## src/logic/gpio_serdes_pkg.sv

```systemverilog
`default_nettype none
package gpio_serdes_pkg;

  // register byte offsets
  localparam logic [11:0] CTRL_OFFSET   = 12'h000;
  localparam logic [11:0] STATUS_OFFSET = 12'h004;

  // control register field positions
  localparam int CTRL_MODE_LSB     = 0;
  localparam int CTRL_OUT_OPT_LSB  = 3;
  localparam int CTRL_CONST_LSB    = 5;
  localparam int CTRL_SER_EN_BIT   = 7;
  localparam int CTRL_DES_EN_BIT   = 8;
  localparam int CTRL_DDIO_IN_BIT  = 9;
  localparam int CTRL_DDIO_OUT_BIT = 10;
  localparam int CTRL_ALT_BIT      = 11;
  localparam int CTRL_IN_REG_BIT   = 12;
  localparam int CTRL_PULL_BIT     = 13;
  localparam int CTRL_USED_BITS    = 14;

  // status register field positions
  localparam int STAT_RX_LSB      = 0;
  localparam int STAT_COUNT_LSB   = 4;
  localparam int STAT_PAD_BIT     = 8;
  localparam int STAT_UNDERRUN_BIT = 9;

  // lane geometry
  localparam int SER_RATIO  = 4;
  localparam int WORD_W     = 4;
  localparam int FIFO_DEPTH = 8;
  localparam int COUNT_W    = 4;

  typedef enum logic [2:0] {
    MODE_NONE   = 3'h0,
    MODE_INPUT  = 3'h1,
    MODE_OUTPUT = 3'h2,
    MODE_INOUT  = 3'h3,
    MODE_CLKOUT = 3'h4
  } mode_e;

  typedef enum logic [1:0] {
    OPT_NONE     = 2'h0,
    OPT_REGISTER = 2'h1,
    OPT_INVERTED = 2'h2,
    OPT_ILLEGAL  = 2'h3
  } reg_opt_e;

  typedef enum logic [1:0] {
    CONST_NONE    = 2'h0,
    CONST_ZERO    = 2'h1,
    CONST_ONE     = 2'h2,
    CONST_ILLEGAL = 2'h3
  } const_e;

  // reset values
  localparam mode_e    RESET_MODE    = MODE_NONE;
  localparam reg_opt_e RESET_OUT_OPT = OPT_NONE;
  localparam const_e   RESET_CONST   = CONST_NONE;
  localparam logic     RESET_PULL    = 1'b0;

endpackage
`default_nettype wire

```

## src/logic/word_fifo_if.sv

```systemverilog
`timescale 1ns/1ps
`default_nettype none
interface word_fifo_if #(
  parameter int WIDTH = 4,
  parameter int DEPTH = 8
);
  logic                         wr_valid;
  logic                         wr_ready;
  logic [WIDTH-1:0]             wr_data;
  logic                         rd_valid;
  logic                         rd_ready;
  logic [WIDTH-1:0]             rd_data;
  logic [$clog2(DEPTH+1)-1:0]   count;

  modport store (
    input  wr_valid, wr_data, rd_ready,
    output wr_ready, rd_valid, rd_data, count
  );
  modport user (
    output wr_valid, wr_data, rd_ready,
    input  wr_ready, rd_valid, rd_data, count
  );
endinterface
`default_nettype wire
```

## src/logic/gpio_serdes_lane.sv

```systemverilog
// Design decisions made here: the register addresses and the APB register port.
`timescale 1ns/1ps
`default_nettype none
// Contract
// - Each transmit lane takes one 4-bit word per parallel period and shifts it out serially.
// - Each receive lane samples the pad serially and hands a 4-bit word once per parallel period.
// - A registered output, plain or inverted, is captured on a defined output clock.
// - In bidirectional use the output and output-enable registers share one clock.
// - In bidirectional use both registers use the same clock inversion setting.
// - An input routed to its alternate function bypasses the input register.
// - A constant-output setting drives the pad steadily at 0 or 1 with no core data.
// - Bidirectional mode gives an output path and an output-enable path beside the input.
// - Clock-output mode drives a core clock signal onto the pad.
// - An unused lane acts as an input with weak pull-up, or pull-down if chosen.
// - Serialization or deserialization never combines with double-data I/O on one direction.
module gpio_serdes_lane (
  input  wire logic        pclk,
  input  wire logic        presetn,
  input  wire logic [11:0] paddr,
  input  wire logic        psel,
  input  wire logic        penable,
  input  wire logic        pwrite,
  input  wire logic [31:0] pwdata,
  input  wire logic [3:0]  pstrb,
  output logic      [31:0] prdata,
  output logic             pready,
  output logic             pslverr,
  input  wire logic [3:0]  tx_word,
  input  wire logic        tx_valid,
  output logic             tx_ready,
  output logic      [3:0]  rx_word,
  output logic             rx_valid,
  input  wire logic        core_out,
  input  wire logic        core_oe,
  input  wire logic        core_clock,
  output logic             core_in,
  output logic             alt_in,
  input  wire logic        pad_i,
  output logic             pad_o,
  output logic             pad_oe,
  output logic             pull_up,
  output logic             pull_down
);

  typedef struct packed {
    gpio_serdes_pkg::mode_e    mode;
    gpio_serdes_pkg::reg_opt_e out_opt;
    gpio_serdes_pkg::const_e   const_sel;
    logic                      ser_en;
    logic                      des_en;
    logic                      ddio_in;
    logic                      ddio_out;
    logic                      alt_conn;
    logic                      in_reg;
    logic                      pull_sel;
    logic [1:0]                phase;
    logic [3:0]                shift;
    logic [3:0]                acc;
    logic [3:0]                rx_word;
    logic                      rx_valid;
    logic                      underrun;
    logic                      pad_o;
    logic                      pad_oe;
    logic                      core_in;
    logic [1:0]                pad_sync;
    logic                      ack;
    logic [31:0]               prdata;
    logic                      pslverr;
  } lane_s;

  lane_s       state;
  lane_s       next_state;
  logic [31:0] ctrl_word;
  logic [31:0] status_word;
  logic [31:0] wmask;
  logic [31:0] ctrl_new;
  logic        ctrl_ok;
  logic        access;
  logic        is_ctrl;
  logic        is_status;
  logic        tx_active;
  logic        rx_active;
  logic        pad_in;

  word_fifo_if #(.WIDTH(gpio_serdes_pkg::WORD_W), .DEPTH(gpio_serdes_pkg::FIFO_DEPTH)) txq ();

  word_fifo #(
    .WIDTH (gpio_serdes_pkg::WORD_W),
    .DEPTH (gpio_serdes_pkg::FIFO_DEPTH)
  ) u_tx_fifo (
    .clk   (pclk),
    .rst_n (presetn),
    .port  (txq.store)
  );

  // core words enter the transmit queue, which stalls the source when full
  assign txq.wr_valid = tx_valid;
  assign txq.wr_data  = tx_word;
  assign tx_ready     = txq.wr_ready;

  // lane direction decode
  assign tx_active = state.ser_en &&
                     (state.mode == gpio_serdes_pkg::MODE_OUTPUT ||
                      state.mode == gpio_serdes_pkg::MODE_INOUT);
  assign rx_active = state.des_en &&
                     (state.mode == gpio_serdes_pkg::MODE_INPUT ||
                      state.mode == gpio_serdes_pkg::MODE_INOUT);
  // one word popped per parallel period, taken at the last serial slot
  assign txq.rd_ready = tx_active && (state.phase == 2'(gpio_serdes_pkg::SER_RATIO - 1));
  assign pad_in       = state.pad_sync[1];

  // register images
  always_comb begin
    ctrl_word = '0;
    ctrl_word[gpio_serdes_pkg::CTRL_MODE_LSB +: 3]    = state.mode;
    ctrl_word[gpio_serdes_pkg::CTRL_OUT_OPT_LSB +: 2] = state.out_opt;
    ctrl_word[gpio_serdes_pkg::CTRL_CONST_LSB +: 2]   = state.const_sel;
    ctrl_word[gpio_serdes_pkg::CTRL_SER_EN_BIT]       = state.ser_en;
    ctrl_word[gpio_serdes_pkg::CTRL_DES_EN_BIT]       = state.des_en;
    ctrl_word[gpio_serdes_pkg::CTRL_DDIO_IN_BIT]      = state.ddio_in;
    ctrl_word[gpio_serdes_pkg::CTRL_DDIO_OUT_BIT]     = state.ddio_out;
    ctrl_word[gpio_serdes_pkg::CTRL_ALT_BIT]          = state.alt_conn;
    ctrl_word[gpio_serdes_pkg::CTRL_IN_REG_BIT]       = state.in_reg;
    ctrl_word[gpio_serdes_pkg::CTRL_PULL_BIT]         = state.pull_sel;
    status_word = '0;
    status_word[gpio_serdes_pkg::STAT_RX_LSB +: 4]    = state.rx_word;
    status_word[gpio_serdes_pkg::STAT_COUNT_LSB +: gpio_serdes_pkg::COUNT_W] = txq.count;
    status_word[gpio_serdes_pkg::STAT_PAD_BIT]        = pad_in;
    status_word[gpio_serdes_pkg::STAT_UNDERRUN_BIT]   = state.underrun;
  end

  // byte-lane merge and legality of a new control value
  always_comb begin
    wmask = {{8{pstrb[3]}}, {8{pstrb[2]}}, {8{pstrb[1]}}, {8{pstrb[0]}}};
    ctrl_new = (ctrl_word & ~wmask) | (pwdata & wmask);
    ctrl_new[31:gpio_serdes_pkg::CTRL_USED_BITS] = '0;
    ctrl_ok = (ctrl_new[gpio_serdes_pkg::CTRL_MODE_LSB +: 3] <= 3'(gpio_serdes_pkg::MODE_CLKOUT))
      && (ctrl_new[gpio_serdes_pkg::CTRL_OUT_OPT_LSB +: 2] != 2'(gpio_serdes_pkg::OPT_ILLEGAL))
      && (ctrl_new[gpio_serdes_pkg::CTRL_CONST_LSB +: 2] != 2'(gpio_serdes_pkg::CONST_ILLEGAL))
      // serializer needs the plain output register, not the inverted one
      && !(ctrl_new[gpio_serdes_pkg::CTRL_SER_EN_BIT] &&
           ctrl_new[gpio_serdes_pkg::CTRL_OUT_OPT_LSB +: 2] != 2'(gpio_serdes_pkg::OPT_REGISTER))
      && !(ctrl_new[gpio_serdes_pkg::CTRL_DES_EN_BIT] &&
           !ctrl_new[gpio_serdes_pkg::CTRL_IN_REG_BIT])
      && !(ctrl_new[gpio_serdes_pkg::CTRL_SER_EN_BIT] &&
           ctrl_new[gpio_serdes_pkg::CTRL_DDIO_OUT_BIT])
      && !(ctrl_new[gpio_serdes_pkg::CTRL_DES_EN_BIT] &&
           ctrl_new[gpio_serdes_pkg::CTRL_DDIO_IN_BIT])
      && !(ctrl_new[gpio_serdes_pkg::CTRL_ALT_BIT] &&
           ctrl_new[gpio_serdes_pkg::CTRL_IN_REG_BIT]);
  end

  assign access    = psel && penable && state.ack;
  assign is_ctrl   = (paddr == gpio_serdes_pkg::CTRL_OFFSET);
  assign is_status = (paddr == gpio_serdes_pkg::STATUS_OFFSET);

  // next state of the whole lane
  always_comb begin
    next_state = state;

    // apb: one wait cycle, answer registered on the first access cycle
    next_state.ack = psel && penable && !state.ack;
    if (psel && penable && !state.ack) begin
      next_state.prdata  = pwrite ? '0 : (is_ctrl ? ctrl_word : (is_status ? status_word : '0));
      next_state.pslverr = !(is_ctrl || is_status) || (pwrite && is_ctrl && !ctrl_ok);
    end
    if (access && pwrite && is_ctrl && ctrl_ok) begin
      next_state.mode      = gpio_serdes_pkg::mode_e'(ctrl_new[gpio_serdes_pkg::CTRL_MODE_LSB +: 3]);
      next_state.out_opt   =
        gpio_serdes_pkg::reg_opt_e'(ctrl_new[gpio_serdes_pkg::CTRL_OUT_OPT_LSB +: 2]);
      next_state.const_sel = gpio_serdes_pkg::const_e'(ctrl_new[gpio_serdes_pkg::CTRL_CONST_LSB +: 2]);
      next_state.ser_en    = ctrl_new[gpio_serdes_pkg::CTRL_SER_EN_BIT];
      next_state.des_en    = ctrl_new[gpio_serdes_pkg::CTRL_DES_EN_BIT];
      next_state.ddio_in   = ctrl_new[gpio_serdes_pkg::CTRL_DDIO_IN_BIT];
      next_state.ddio_out  = ctrl_new[gpio_serdes_pkg::CTRL_DDIO_OUT_BIT];
      next_state.alt_conn  = ctrl_new[gpio_serdes_pkg::CTRL_ALT_BIT];
      next_state.in_reg    = ctrl_new[gpio_serdes_pkg::CTRL_IN_REG_BIT];
      next_state.pull_sel  = ctrl_new[gpio_serdes_pkg::CTRL_PULL_BIT];
    end
    if (access && pwrite && is_status && pstrb[1] && pwdata[gpio_serdes_pkg::STAT_UNDERRUN_BIT]) begin
      next_state.underrun = 1'b0;
    end

    // pad input synchroniser
    next_state.pad_sync = {state.pad_sync[0], pad_i};

    // parallel period: pclk is the serial clock, the phase counter its divide-by-four
    next_state.phase = state.phase + 2'h1;

    // serializer: bit 0 leaves first, next word loaded at the last slot
    if (txq.rd_ready) begin
      next_state.shift = txq.rd_valid ? txq.rd_data : '0;
      if (!txq.rd_valid) begin
        next_state.underrun = 1'b1; // set wins over a clear in the same cycle
      end
    end else begin
      next_state.shift = {1'b0, state.shift[3:1]};
    end

    // deserializer: first sampled bit lands in bit 0
    next_state.rx_valid = 1'b0;
    if (rx_active) begin
      next_state.acc[state.phase] = pad_in;
      if (state.phase == 2'(gpio_serdes_pkg::SER_RATIO - 1)) begin
        next_state.rx_word  = {pad_in, state.acc[2:0]};
        next_state.rx_valid = 1'b1;
      end
    end

    // input register, bypassed for the alternate connection
    next_state.core_in = pad_in;

    // output and output-enable registers share pclk and its edge
    next_state.pad_o  = 1'b0;
    next_state.pad_oe = 1'b0;
    unique case (state.mode)
      gpio_serdes_pkg::MODE_NONE,
      gpio_serdes_pkg::MODE_INPUT: begin
        next_state.pad_oe = 1'b0;
      end
      gpio_serdes_pkg::MODE_OUTPUT,
      gpio_serdes_pkg::MODE_INOUT: begin
        if (state.const_sel == gpio_serdes_pkg::CONST_ZERO) begin
          next_state.pad_o = 1'b0;
        end else if (state.const_sel == gpio_serdes_pkg::CONST_ONE) begin
          next_state.pad_o = 1'b1;
        end else if (state.ser_en) begin
          next_state.pad_o = state.shift[0];
        end else if (state.out_opt == gpio_serdes_pkg::OPT_INVERTED) begin
          next_state.pad_o = ~core_out;
        end else begin
          next_state.pad_o = core_out;
        end
        // inout without a constant follows the core enable, otherwise drives always
        next_state.pad_oe = (state.mode == gpio_serdes_pkg::MODE_INOUT &&
                             state.const_sel == gpio_serdes_pkg::CONST_NONE) ?
                            core_oe : 1'b1;
      end
      gpio_serdes_pkg::MODE_CLKOUT: begin
        next_state.pad_o  = core_clock;
        next_state.pad_oe = 1'b1;
      end
      default: begin
        next_state.pad_oe = 1'b0;
      end
    endcase
  end

  always_ff @(posedge pclk or negedge presetn) begin
    if (!presetn) begin
      state           <= '0;
      state.mode      <= gpio_serdes_pkg::RESET_MODE;
      state.out_opt   <= gpio_serdes_pkg::RESET_OUT_OPT;
      state.const_sel <= gpio_serdes_pkg::RESET_CONST;
      state.pull_sel  <= gpio_serdes_pkg::RESET_PULL;
    end else begin
      state <= next_state;
    end
  end

  // outputs
  assign prdata    = state.prdata;
  assign pready    = state.ack;
  assign pslverr   = state.ack & state.pslverr;
  assign rx_word   = state.rx_word;
  assign rx_valid  = state.rx_valid;
  assign pad_o     = state.pad_o;
  assign pad_oe    = state.pad_oe;
  assign core_in   = state.alt_conn ? 1'b0 : (state.in_reg ? state.core_in : pad_in);
  assign alt_in    = state.alt_conn ? pad_in : 1'b0;
  // unused lane: input with a weak pull, up unless down is chosen
  assign pull_up   = (state.mode == gpio_serdes_pkg::MODE_NONE) && !state.pull_sel;
  assign pull_down = (state.mode == gpio_serdes_pkg::MODE_NONE) && state.pull_sel;

endmodule
`default_nettype wire

```

## src/logic/word_fifo.sv

```systemverilog
`timescale 1ns/1ps
`default_nettype none
module word_fifo #(
  parameter int WIDTH = 4,
  parameter int DEPTH = 8
) (
  input  wire logic   clk,
  input  wire logic   rst_n,
  word_fifo_if.store  port
);
  localparam int PTR_W = $clog2(DEPTH);
  localparam int CNT_W = $clog2(DEPTH+1);

  typedef struct packed {
    logic [DEPTH-1:0][WIDTH-1:0] mem;
    logic [PTR_W-1:0]            wptr;
    logic [PTR_W-1:0]            rptr;
    logic [CNT_W-1:0]            count;
  } fifo_s;

  fifo_s state;
  fifo_s next_state;
  logic  push;
  logic  pop;

  // handshake and read data straight from the stored words
  assign port.wr_ready = (state.count != CNT_W'(DEPTH));
  assign port.rd_valid = (state.count != '0);
  assign port.rd_data  = state.mem[state.rptr];
  assign port.count    = state.count;
  assign push          = port.wr_valid & port.wr_ready;
  assign pop           = port.rd_ready & port.rd_valid;

  // pointer and count update, simultaneous push and pop keep count
  always_comb begin
    next_state = state;
    if (push) begin
      next_state.mem[state.wptr] = port.wr_data;
      next_state.wptr = (state.wptr == PTR_W'(DEPTH-1)) ? '0 : state.wptr + 1'b1;
    end
    if (pop) begin
      next_state.rptr = (state.rptr == PTR_W'(DEPTH-1)) ? '0 : state.rptr + 1'b1;
    end
    if (push && !pop) begin
      next_state.count = state.count + 1'b1;
    end else if (pop && !push) begin
      next_state.count = state.count - 1'b1;
    end
  end

  always_ff @(posedge clk or negedge rst_n) begin
    if (!rst_n) begin
      state <= '0;
    end else begin
      state <= next_state;
    end
  end
endmodule
`default_nettype wire

```

## config.mk

```make
export PLATFORM = sky130hd
export DESIGN_NAME = gpio_serdes_lane
export DESIGN_NICKNAME = d
export VERILOG_FILES = /design/src/logic/gpio_serdes_pkg.sv /design/src/logic/word_fifo_if.sv /design/src/logic/gpio_serdes_lane.sv /design/src/logic/word_fifo.sv
export SDC_FILE = /design/constraint.sdc
export NUM_CORES = 1
export LEC_CHECK = 0
export ABC_CLOCK_PERIOD_IN_PS = 3350
export BUFFER_PORTS_ARGS = -buffer_cell sky130_fd_sc_hd__buf_2
export CELL_PAD_IN_SITES_DETAIL_PLACEMENT = 0
export CELL_PAD_IN_SITES_GLOBAL_PLACEMENT = 2
export CORE_UTILIZATION = 35
export CTS_CLUSTER_DIAMETER = 120
export DETAILED_ROUTE_END_ITERATION = 8
export PLACE_DENSITY_LB_ADDON = 0.1
export SYNTH_ARGS = -nofsm -noshare
export SYNTH_HDL_FRONTEND = slang
export SYNTH_SLANG_ARGS = --single-unit
```

## constraint.sdc

```tcl
create_clock -name pclk -period 3.35 [get_ports pclk]
set_input_delay 0.67 -clock pclk [delete_from_list [all_inputs] [get_ports pclk]]
set_output_delay 0.67 -clock pclk [all_outputs]
set_load 0.005 [all_outputs]
```

==> results.sh, run 1 <==
export IMPL_status="completed"
export IMPL_grt_pass1_vias=2945
export IMPL_start_util=0.362
export IMPL_wl_mm=9.69
export IMPL_fp_coreArea_sq_mm=0.0127
export IMPL_finClkSkew_ns=0.00777
export IMPL_cts_buffers=9
export IMPL_syn2layout_area_growth_pct=14.4
export IMPL_hold_path_class="input pin to async pin"
export IMPL_final_common_cell="dfrtp_1"
export IMPL_cts_resized=0
export IMPL_synth_seq_cells=92
export IMPL_ys_seq_area_frac=0.503
export IMPL_drive_gt1_frac=0.370
export IMPL_path_class="flop to flop"
export IMPL_clk_insertion_delay_late_ns=0.35
export IMPL_viasPerCell=4.84
export IMPL_slowest_stage="or4_1"
export IMPL_postCtsSetupRepairBufs=0
export IMPL_cp_top_family="simple AND/OR/NAND/NOR gates"
export IMPL_rsz0062_at_grt="false"
export IMPL_grt_usage=0.156
export IMPL_drt_initial_drc_count=151
export IMPL_period_share=0.837
export IMPL_postRouteAntennaNets=0
export IMPL_crit_buf_inv=1
export IMPL_cts_num_sinks=92
export IMPL_crit_top_cell="ha_1"
export IMPL_powerDensity_mw_per_mm2=627
export IMPL_cp_required_ns=3.59
export IMPL_cts_clk_slew_worst_paths_ns=0.06
export IMPL_post_drt_wl_per_cell_um=15.9
export IMPL_cp_arrival_ns=3.04
export IMPL_p_leak_nw=2.51
export IMPL_detailed_place_hpwl_mm=7.15
export IMPL_die_x_um=116
export IMPL_synth_distinct_cells=52
export IMPL_ys_top_cells_by_area="dfrtp_1, mux2_2, buf_4"
export IMPL_dieHeight_um=116
export IMPL_grt_antenna_before_repair=0
export IMPL_crit_chain="or4_1, nand4_1, ha_1, inv_1, ha_1, a21o_1, a21oi_1, xnor2_1, nor2_1, xor2_1"
export IMPL_p_total_mw=3.28
export IMPL_n_antenna_cell=0
export IMPL_h_tree_depth=3
export IMPL_ios=108
export IMPL_syn_inst=381
export IMPL_async_reset_ff_frac=1.00
export IMPL_root_buffer="clkbuf_16"
export IMPL_synth_edf_count=0
export IMPL_period_minus_slack_ns=2.80
export IMPL_syn_area_per_cell_sq_um=12.0
export IMPL_final_setup_tns_ns=0
export IMPL_synth_area_sq_mm=0.00458
export IMPL_cts_tree="yes"
export IMPL_yosysWarnings=0
export IMPL_grt_pass1_wl_mm=15.5
export IMPL_worst_pin_slew_ns=0.768
export IMPL_synth_ff_type="dfrtp_1"
export IMPL_slew_headroom=0.486
export IMPL_drc_errors=0
export IMPL_cts_hold_buf=0
export IMPL_netlist_top_cell_by_area="dfrtp_1"
export IMPL_clock_path_buffers=2
export IMPL_finalSetupViolations=0
export IMPL_whs_ns=0.346
export IMPL_dr_pass1_iters=4
export IMPL_vias=2955
export IMPL_die_area_sq_mm=0.0135
export IMPL_final_cell_mix="dfrtp_1, buf_2, mux2_2"
export IMPL_fmax_mhz=357
export IMPL_port_buffers=69
export IMPL_cp_slowest_stage_delay_ns=0.59
export IMPL_peakVddDrop_uv=408
export IMPL_gp_congestion=0.732
export IMPL_finalMaxSlewViolations=0
export IMPL_startpoint_type="flop"
export IMPL_grt_max_degree=51
export IMPL_synth_top_area_frac=0.503
export IMPL_rows=41
export IMPL_final_net_count=508
export IMPL_drv_cap=0
export IMPL_timing_hold_violations_final=0
export IMPL_overflow=0
export IMPL_crit_fanout=10
export IMPL_end_kind="flop"
-- report_power, final --
part	total [mW]	internal, mW	switching [mW]
Combinational	0.671	0.410	0.261
Clock	1.09	0.651	0.439
Sequential	1.52	1.35	0.172
-- path summary, 6_finish.rpt --
path / to / slack [ns] / cells past startpoint / startpoint
max: u_tx_fifo.port.count[3]$_DFFE_PN0P_ / 0.55 / 10 / u_tx_fifo.port.count[0]$_DFFE_PN0P_
min: rx_word[2]$_DFFE_PN0P_ / 0.35 / 1 / presetn
max reg2reg: u_tx_fifo.port.count[3]$_DFFE_PN0P_ / 0.55 / 10 / u_tx_fifo.port.count[0]$_DFFE_PN0P_
min reg2reg: next_state[36]$_DFF_PN0_ / 0.36 / 0 / next_state[35]$_DFF_PN0_
max in group asynchronous: ctrl_word[12]$_DFFE_PN0P_ / 2.33 / 2 / presetn
min in group pclk: next_state[36]$_DFF_PN0_ / 0.36 / 0 / next_state[35]$_DFF_PN0_
-- final cells by class --
cell class	count	area [sq um]
repair buffers	74	398
clock buffers	9	225
fillers	1265	7430
flip-flops and latches	92	2300
well taps	172	215
inverters	11	43.8
multi-input cells	246	1970
clock inverters	6	88.8
-- worst register-to-register path: stages (launching register included) --
cell     delay (ns)
dfrtp_1        0.47
or4_1          0.59
nand4_1        0.32
ha_1           0.26
inv_1          0.09
ha_1           0.28
a21o_1         0.18
a21oi_1        0.17
xnor2_1        0.14
nor2_1         0.06
xor2_1         0.14
-- metal layers --
| layer | vias to the layer above | part of all wire | global-route usage |
|---|---|---|---|
| li1 | 1403 | - | - |
| met2 | 66 | 0.51 | 0.274 |
| met3 | 14 | 0.045 | 0.0327 |
| met4 | 0 | 0.020 | 0.0744 |
| met5 | - | 0 | 0 |
| met1 | 1472 | 0.43 | 0.182 |
-- cells in the mapped netlist, drive strengths merged, types with 2 or more instances --
| cell type | instances |
|---|---|
| mux4 | 8 |
| a21o | 4 |
| nor2b | 2 |
| mux2 | 56 |
| nand3b | 2 |
| nand2 | 42 |
| a221o | 2 |
| nor3 | 6 |
| nand2b | 3 |
| nor2 | 11 |
| inv | 10 |
| nand3 | 9 |
| buf | 39 |
| o21ai | 18 |
| nor4b | 2 |
| o41ai | 2 |
| nor4 | 3 |
| a21oi | 4 |
| and2 | 3 |
| nand4 | 4 |
| xnor2 | 4 |
| dfrtp | 92 |
| a22oi | 9 |
| clkbuf | 10 |
| ha | 11 |
| mux2i | 8 |
-- cells by family (layout without fill, tap and decap cells) --
family                     after synthesis  after routing  synth area share
and+or+nand+nor                         93             93             0.105
DFF                                     92             92             0.503
muxes                                   72             72             0.198
buffers and inverters                   60            100            0.0822
AOI/OAI and AO/OA                       46             46            0.0672
adders and majority gates               12             12            0.0344
xor gates and xnor gates                 5              5           0.00956
other                                    1             18          0.000819
-- flip-flops by register name (all words and copies together) (netlist names), named ones only --
name,count
pready,1
rx_valid,1
prdata,14
next_state,2
pad_oe,1
rx_word,4
pad_o,1
state,12
ctrl_word,13
u_tx_fifo.port.count,4
u_tx_fifo.state,38
-- stage by stage --
stage                     utilization  cells  setup WS (ns)  instance area (sq um)
after floorplan                     -    398          0.809                   4640
after global placement          0.389    595          0.543                   4920
after detailed placement        0.389    595          0.520                   4920
after CTS                       0.413    610          0.509                   5240
after global routing            0.413    610          0.376                   5240
final                           0.413    610          0.548                   5240
(Power assumes the default switching activity.)
==> inputs of run 2 (changes only) <==
--- a/config.mk
+++ b/config.mk
@@ -5,11 +5,11 @@
 export SDC_FILE = /design/constraint.sdc
 export NUM_CORES = 1
 export LEC_CHECK = 0
-export ABC_CLOCK_PERIOD_IN_PS = 3350
+export ABC_CLOCK_PERIOD_IN_PS = 2330
 export BUFFER_PORTS_ARGS = -buffer_cell sky130_fd_sc_hd__buf_2
 export CELL_PAD_IN_SITES_DETAIL_PLACEMENT = 0
 export CELL_PAD_IN_SITES_GLOBAL_PLACEMENT = 2
-export CORE_UTILIZATION = 35
+export CORE_UTILIZATION = 32
 export CTS_CLUSTER_DIAMETER = 120
 export DETAILED_ROUTE_END_ITERATION = 8
 export PLACE_DENSITY_LB_ADDON = 0.1
==> constraint.sdc (replaced) <==
create_clock -name pclk -period 2.33 [get_ports pclk]
set_input_delay 0.466 -clock pclk [delete_from_list [all_inputs] [get_ports pclk]]
set_output_delay 0.466 -clock pclk [all_outputs]
set_load 0.005 [all_outputs]
==> run 2 against run 1 <==
  * The run now ends with setup timing left
  * Via count grew 0.51%
  * Total power grew 47%
  * Die area grew 9.2%
  * Clock skew decreased by 0.0021 ns
  * Maximum frequency rose by 20%
  * Clock power up 39%
  * Non-clock buffer count grew 20
  * Hold slack worse by 0.27 ns
  * First-iteration DRC count shrank 52%
  * Cell count grew 4.8%
  * Global-route usage fell by 0.53 points
  * Critical endpoint unchanged
  * Largest power group unchanged
  * Highest routed layer unchanged
==> results.sh, run 2 (same netlist as run 1, synthesis figures left out) <==
export IMPL_status="complete, but fails checks"
export IMPL_violations="setup timing"
export IMPL_drc_errors=0
export IMPL_post_drt_wl_per_cell_um=16.2
export IMPL_p_int_mw=3.50
export IMPL_crit_fanout=4
export IMPL_p_comb_frac=0.234
export IMPL_cts_resized=0
export IMPL_startpoint_type="flop"
export IMPL_dieHeight_um=122
export IMPL_nFillCells=1414
export IMPL_drv_cap=0
export IMPL_n_antenna_cell=0
export IMPL_largest_reg_flops=38
export IMPL_drt_initial_drc_count=73
export IMPL_vias=2970
export IMPL_final_net_count=528
export IMPL_clk_insertion_delay_late_ns=0.35
export IMPL_rows=43
export IMPL_start_util=0.329
export IMPL_switchingPower_mw=1.33
export IMPL_postLayoutCoreUtil=0.388
export IMPL_cp_required_ns=2.56
export IMPL_slew_headroom=0.615
export IMPL_cts_clk_slew_worst_paths_ns=0.07
export IMPL_seq_power_share=0.452
export IMPL_syn2layout_area_growth_pct=18.1
export IMPL_crit_buf_inv=1
export IMPL_overflow=0
export IMPL_rsz0062_at_grt="true"
export IMPL_h_tree_depth=3
export IMPL_cp_arrival_ns=2.57
export IMPL_top_register="u_tx_fifo.state"
export IMPL_reg2reg_slack_ns=-0.002
export IMPL_timing_hold_violations_final=0
export IMPL_peakVddDrop_uv=386
export IMPL_ios=108
export IMPL_powerDensity_mw_per_mm2=892
export IMPL_p_total_mw=4.83
export IMPL_p_clk_frac=0.314
export IMPL_finalSetupViolations=1
export IMPL_drive_gt1_frac=0.410
export IMPL_clock_path_buffers=2
export IMPL_grt_usage=0.151
export IMPL_worst_pin_slew_ns=0.577
export IMPL_swShare=0.275
export IMPL_cts_hold_buf=0
export IMPL_cp_top_family="simple AND/OR/NAND/NOR gates"
export IMPL_die_area_sq_mm=0.0148
export IMPL_grt_pass1_vias=2948
export IMPL_fp_coreArea_sq_mm=0.0139
export IMPL_finClkSkew_ns=0.00563
export IMPL_fmax_mhz=429
export IMPL_slowest_stage="or4_4"
export IMPL_cts_num_sinks=92
export IMPL_wl_mm=10.3
export IMPL_grt_max_degree=40
export IMPL_period_share=1.00
export IMPL_grt_antenna_before_repair=0
export IMPL_postRouteAntennaNets=0
export IMPL_end_kind="flop"
export IMPL_final_common_cell="dfrtp_1"
export IMPL_period_minus_slack_ns=2.33
export IMPL_grt_pass1_wl_mm=16.4
export IMPL_cts_tree="yes"
export IMPL_finalMaxSlewViolations=0
export IMPL_cts_buffers=9
export IMPL_crit_chain="or4_4, nand4_1, ha_2, inv_2, ha_4, a21o_1, a21oi_2, xnor2_1, nor2_1, xor2_1"
export IMPL_detailed_place_hpwl_mm=7.74
export IMPL_hold_path_class="input pin to async pin"
export IMPL_root_buffer="clkbuf_16"
export IMPL_layoutNonFillerInstCount=639
export IMPL_timing_final_ws_setup_ns=-0.00176
export IMPL_die_x_um=122
export IMPL_gp_congestion=0.757
export IMPL_p_leak_nw=2.61
export IMPL_viasPerCell=4.65
export IMPL_final_cell_mix="dfrtp_1, buf_2, mux2_2"
export IMPL_port_buffers=69
export IMPL_path_class="flop to flop"
export IMPL_cp_slowest_stage_delay_ns=0.56
export IMPL_dp_cells=620
export IMPL_dr_pass1_iters=4
==> run 2: path summary, 6_finish.rpt <==
path | startpoint | end | depth (start not counted)
min | presetn | pad_oe$_DFF_PN0_ | 1
max | u_tx_fifo.port.count[1]$_DFFE_PN0P_ | u_tx_fifo.port.count[3]$_DFFE_PN0P_ | 10
min reg2reg | next_state[35]$_DFF_PN0_ | next_state[36]$_DFF_PN0_ | 0
max reg2reg | u_tx_fifo.port.count[1]$_DFFE_PN0P_ | u_tx_fifo.port.count[3]$_DFFE_PN0P_ | 10
max in group asynchronous | presetn | u_tx_fifo.port.count[1]$_DFFE_PN0P_ | 2
min in group pclk | pad_i | next_state[35]$_DFF_PN0_ | 1
==> run 2: power by group through the flow <==
stage / clock network, mW / logic, mW / registers, mW
after floorplan: 0 / 0.872 / 2.12
after global placement: 0 / 1.12 / 2.19
after detailed placement: 0 / 1.14 / 2.21
after CTS: 1.57 / 1.16 / 2.18
after global routing: 1.63 / 1.26 / 2.23
final: 1.52 / 1.13 / 2.18
==> run 2: metal layers <==
layer	track usage	vias to the layer above	routed length [um]
met1	0.196	1461	4740
met2	0.244	54	5100
met3	0.0309	12	315
li1	-	1443	-
met5	0	-	0
met4	0.0648	0	182
==> run 2: through the flow <==
stage / TNS, ns / hold WS, ns / setup slack [ns] / area, sq um
after global routing: -0.0942 / 0.114 / -0.0942 / 5410
after floorplan: -0.0934 / 0.170 / -0.0934 / 4670
after detailed placement: -0.0708 / 0.336 / -0.0708 / 5090
final: -0.00176 / 0.0722 / -0.00176 / 5410
after global placement: -0.0566 / 0.333 / -0.0566 / 5090
after CTS: -0.0508 / 0.0944 / -0.0508 / 5400
==> run 2: area by class of cell <==
cell class              instances  area [sq um]  area share
clock buffers                  11           243      0.0449
clock inverters                 5          60.1      0.0111
inverters                      11          43.8     0.00809
multi-input cells             246          1990       0.367
flip-flops and latches         92          2300       0.426
well taps                     180           225      0.0416
repair buffers                 94           548       0.101
==> run 2: worst register-to-register path: stages (launching register included) <==
cell and delay [ns]:
dfrtp_2 0.43, or4_4 0.56, nand4_1 0.14, ha_2 0.21, inv_2 0.06, ha_4 0.20, a21o_1 0.16, a21oi_2 0.13
xnor2_1 0.12, nor2_1 0.07, xor2_1 0.13
==> run 2: repair_timing <==
| action | CTS | global route |
|---|---|---|
| endpoints found under the hold margin | 0 | 0 |
| buffers inserted | 2 | 1 |
| pin swaps | 3 | 1 |
| endpoints found under the setup margin | 1 | 1 |
==> inputs of run 3 (changes only) <==
--- a/config.mk
+++ b/config.mk
@@ -5,11 +5,12 @@
 export SDC_FILE = /design/constraint.sdc
 export NUM_CORES = 1
 export LEC_CHECK = 0
-export ABC_CLOCK_PERIOD_IN_PS = 2330
+export ABC_AREA = 1
+export ABC_CLOCK_PERIOD_IN_PS = 2900
 export BUFFER_PORTS_ARGS = -buffer_cell sky130_fd_sc_hd__buf_2
 export CELL_PAD_IN_SITES_DETAIL_PLACEMENT = 0
 export CELL_PAD_IN_SITES_GLOBAL_PLACEMENT = 2
-export CORE_UTILIZATION = 32
+export CORE_UTILIZATION = 34
 export CTS_CLUSTER_DIAMETER = 120
 export DETAILED_ROUTE_END_ITERATION = 8
 export PLACE_DENSITY_LB_ADDON = 0.1
==> constraint.sdc (replaced) <==
create_clock -name pclk -period 2.9 [get_ports pclk]
set_input_delay 0.58 -clock pclk [delete_from_list [all_inputs] [get_ports pclk]]
set_output_delay 0.58 -clock pclk [all_outputs]
set_load 0.005 [all_outputs]
==> run 3 against run 2 <==
  * The flow now finishes without violations
  * Largest cell class unchanged
  * Critical path type unchanged
  * Cell count grew 27%
  * Highest routed layer unchanged
  * First-iteration DRC count rose to 2.7 times the previous value
  * Total power fell by 26%
==> results.sh, run 3 <==
export IMPL_dp_cells=797
export IMPL_startpoint_type="flop"
export IMPL_peakVddDrop_uv=483
export IMPL_p_int_mw=2.48
export IMPL_hold_path_class="input pin to async pin"
export IMPL_path_class="flop to flop"
export IMPL_cts_buffers=9
export IMPL_postRouteAntennaNets=0
export IMPL_drc_errors=0
export IMPL_cts_tree="yes"
export IMPL_switchingPower_mw=1.09
export IMPL_drv_cap=0
export IMPL_cp_required_ns=3.13
export IMPL_synthTopCellsByCount="nand2_1, dfrtp_1, o21ai_0"
export IMPL_synth_seq_cells=92
export IMPL_grt_pass1_wl_mm=19.3
export IMPL_syn_area_per_cell_sq_um=8.17
export IMPL_crit_top_cell="nand2_1"
export IMPL_end_kind="flop"
export IMPL_grt_antenna_before_repair=0
export IMPL_root_buffer="clkbuf_16"
export IMPL_yosysWarnings=0
export IMPL_grt_pass1_vias=3739
export IMPL_final_setup_tns_ns=0
export IMPL_cts_hold_buf=0
export IMPL_p_comb_frac=0.203
export IMPL_dieHeight_um=120
export IMPL_synth_edf_count=0
export IMPL_post_drt_wl_per_cell_um=14.5
export IMPL_seq_power_share=0.474
export IMPL_die_x_um=120
export IMPL_top_register="u_tx_fifo.state"
export IMPL_stdcell_area_sq_mm=0.00534
export IMPL_synthXorXnorAreaFrac=0.00743
export IMPL_crit_fanout=6
export IMPL_clk_insertion_delay_late_ns=0.34
export IMPL_h_tree_depth=3
export IMPL_finalMaxSlewViolations=0
export IMPL_layoutNonFillerInstCount=813
export IMPL_netlist_top_cell_by_area="dfrtp_1"
export IMPL_yosys_area_share_simple=0.218
export IMPL_dpl_instance_area_sq_mm=0.00505
export IMPL_port_buffers=69
export IMPL_period_share=0.814
export IMPL_p_leak_nw=2.77
export IMPL_n_antenna_cell=0
export IMPL_p_clk_frac=0.323
export IMPL_async_reset_ff_frac=1.00
export IMPL_cts_num_sinks=92
export IMPL_slew_headroom=0.606
export IMPL_synth_distinct_cells=38
export IMPL_nFillCells=1472
export IMPL_rows=42
export IMPL_slowest_stage="dfrtp_1"
export IMPL_crit_buf_inv=2
export IMPL_synth_top_area_frac=0.488
export IMPL_ys_top_cells_by_area="dfrtp_1, nand2_1, o21ai_0"
export IMPL_timing_hold_violations_final=0
export IMPL_cp_slowest_stage_delay_ns=0.34
export IMPL_syn2layout_area_growth_pct=13.4
export IMPL_detailed_place_hpwl_mm=8.90
export IMPL_period_minus_slack_ns=2.36
export IMPL_ios=108
export IMPL_powerDensity_mw_per_mm2=669
export IMPL_cts_resized=0
export IMPL_swShare=0.306
export IMPL_final_cell_mix="nand2_1, dfrtp_1, o21ai_0"
export IMPL_overflow=0
export IMPL_cp_arrival_ns=2.59
export IMPL_drive_gt1_frac=0.165
export IMPL_crit_chain="inv_1, nor2_2, nand2_1, nand2_1, nand4_1, ha_1, inv_1, ha_1, a21oi_1, o21ai_0, xor2_1, nand2_1, o21ai_0"
export IMPL_final_common_cell="nand2_1"
export IMPL_viasPerCell=4.69
export IMPL_synthMuxAreaShare=0
export IMPL_worst_pin_slew_ns=0.591
export IMPL_final_net_count=706
export IMPL_synth_most_common_cell="nand2_1"
export IMPL_die_area_sq_mm=0.0143
export IMPL_finClkSkew_ns=0.00361
export IMPL_largest_reg_flops=38
export IMPL_dr_pass1_iters=5
export IMPL_gp_congestion=0.745
export IMPL_fp_coreArea_sq_mm=0.0134
export IMPL_vias=3817
export IMPL_rsz0062_at_grt="false"
export IMPL_wl_mm=11.8
export IMPL_ys_seq_area_frac=0.488
export IMPL_synthAdderAreaFrac=0.0334
export IMPL_synth_top_family_by_area="simple AND/OR/NAND/NOR gates"
export IMPL_syn_inst=577
export IMPL_postLayoutCoreUtil=0.399
export IMPL_cp_top_family="simple AND/OR/NAND/NOR gates"
export IMPL_clock_path_buffers=2
export IMPL_cts_clk_slew_worst_paths_ns=0.06
export IMPL_status="completed"
export IMPL_grt_usage=0.179
export IMPL_finalSetupViolations=0
export IMPL_start_util=0.352
export IMPL_drt_initial_drc_count=194
export IMPL_grt_max_degree=45
export IMPL_synth_compound_area_frac=0.132
export IMPL_synth_ff_type="dfrtp_1"
export IMPL_postCtsSetupRepairBufs=0
export IMPL_synth_area_sq_mm=0.00471
export IMPL_fmax_mhz=424
[run 3: cell count changes in the layout (fill, tap and decap cells not counted), moves of 8 or more]
| cell | previous run | this run |
|---|---|---|
| a22oi_1 | 9 | 1 |
| buf_4 | 25 | 7 |
| inv_1 | 8 | 56 |
| mux2_2 | 52 | 0 |
| mux2i_1 | 8 | 0 |
| mux4_2 | 8 | 0 |
| nand2_1 | 41 | 162 |
| nand3_1 | 9 | 26 |
| nor2_1 | 11 | 42 |
| o211ai_1 | 0 | 8 |
| o21ai_0 | 18 | 78 |
| o22ai_1 | 1 | 10 |
[run 3: final timing paths]
kind / startpoint / end / slack, ns / depth (start not counted)
hold / removal: presetn / ctrl_word[10]$_DFFE_PN0P_ / 0.23 / 1
setup reg to reg: ctrl_word[0]$_DFFE_PN0P_ / u_tx_fifo.port.count[3]$_DFFE_PN0P_ / 0.54 / 13
max in group asynchronous: presetn / state[39]$_DFF_PN0_ / 1.95 / 2
hold reg to reg: next_state[35]$_DFF_PN0_ / next_state[36]$_DFF_PN0_ / 0.35 / 0
setup / recovery: ctrl_word[0]$_DFFE_PN0P_ / u_tx_fifo.port.count[3]$_DFFE_PN0P_ / 0.54 / 13
min in group pclk: pad_i / next_state[35]$_DFF_PN0_ / 0.34 / 1
[run 3: power groups by stage]
| stage | logic [mW] | registers (mW) | clock network (mW) |
|---|---|---|---|
| 2_1_floorplan | 0.547 | 1.67 | 0 |
| 3_3_place_gp | 0.724 | 1.71 | 0 |
| 3_5_place_dp | 0.738 | 1.71 | 0 |
| 4_1_cts | 0.743 | 1.69 | 1.21 |
| 5_1_grt | 0.874 | 1.73 | 1.25 |
| 6_report | 0.725 | 1.69 | 1.16 |
[run 3: worst reg2reg max path, cell delays in order, from the launching register on]
cell and delay (ns):
dfrtp_1 0.34, inv_1 0.12, nor2_2 0.19, nand2_1 0.09, nand2_1 0.13, nand4_1 0.17, ha_1 0.28, inv_1 0.11
ha_1 0.28, a21oi_1 0.14, o21ai_0 0.11, xor2_1 0.16, nand2_1 0.06, o21ai_0 0.07
[run 3: final cells by class]
| type | count | area (sq um) | share of cell area |
|---|---|---|---|
| multi-input cells | 394 | 1910 | 0.358 |
| well taps | 176 | 220 | 0.0412 |
| flip-flops and latches | 92 | 2300 | 0.431 |
| clock buffers | 9 | 225 | 0.0421 |
| clock inverters | 7 | 66.3 | 0.0124 |
| inverters | 60 | 225 | 0.0421 |
| repair buffers | 75 | 393 | 0.0735 |
[run 3: logic make-up after synthesis]
logic type,count (synthesis)
and+or+nand+nor,247
AOI/OAI and AO/OA,113
adders and majority gates,12
DFF,92
buffers and inverters,108
other,1
xor gates and xnor gates,4
[run 3: per-layer routing]
metal,global-route usage,vias to the layer above,routed length (um)
li1,-,1928,-
met1,0.204,1778,4950
met2,0.320,92,5980
met3,0.0418,19,549
met4,0.0734,0,318
met5,0,-,0
[run 3: per-stage QoR]
step | hold slack (ns) | setup slack (ns) | power (mW)
after CTS | 0.241 | 0.502 | 3.64
after global placement | 0.335 | 0.546 | 2.43
after floorplan | 0.284 | 0.822 | 2.22
final | 0.226 | 0.540 | 3.57
after global routing | 0.266 | 0.205 | 3.86
after detailed placement | 0.336 | 0.514 | 2.45
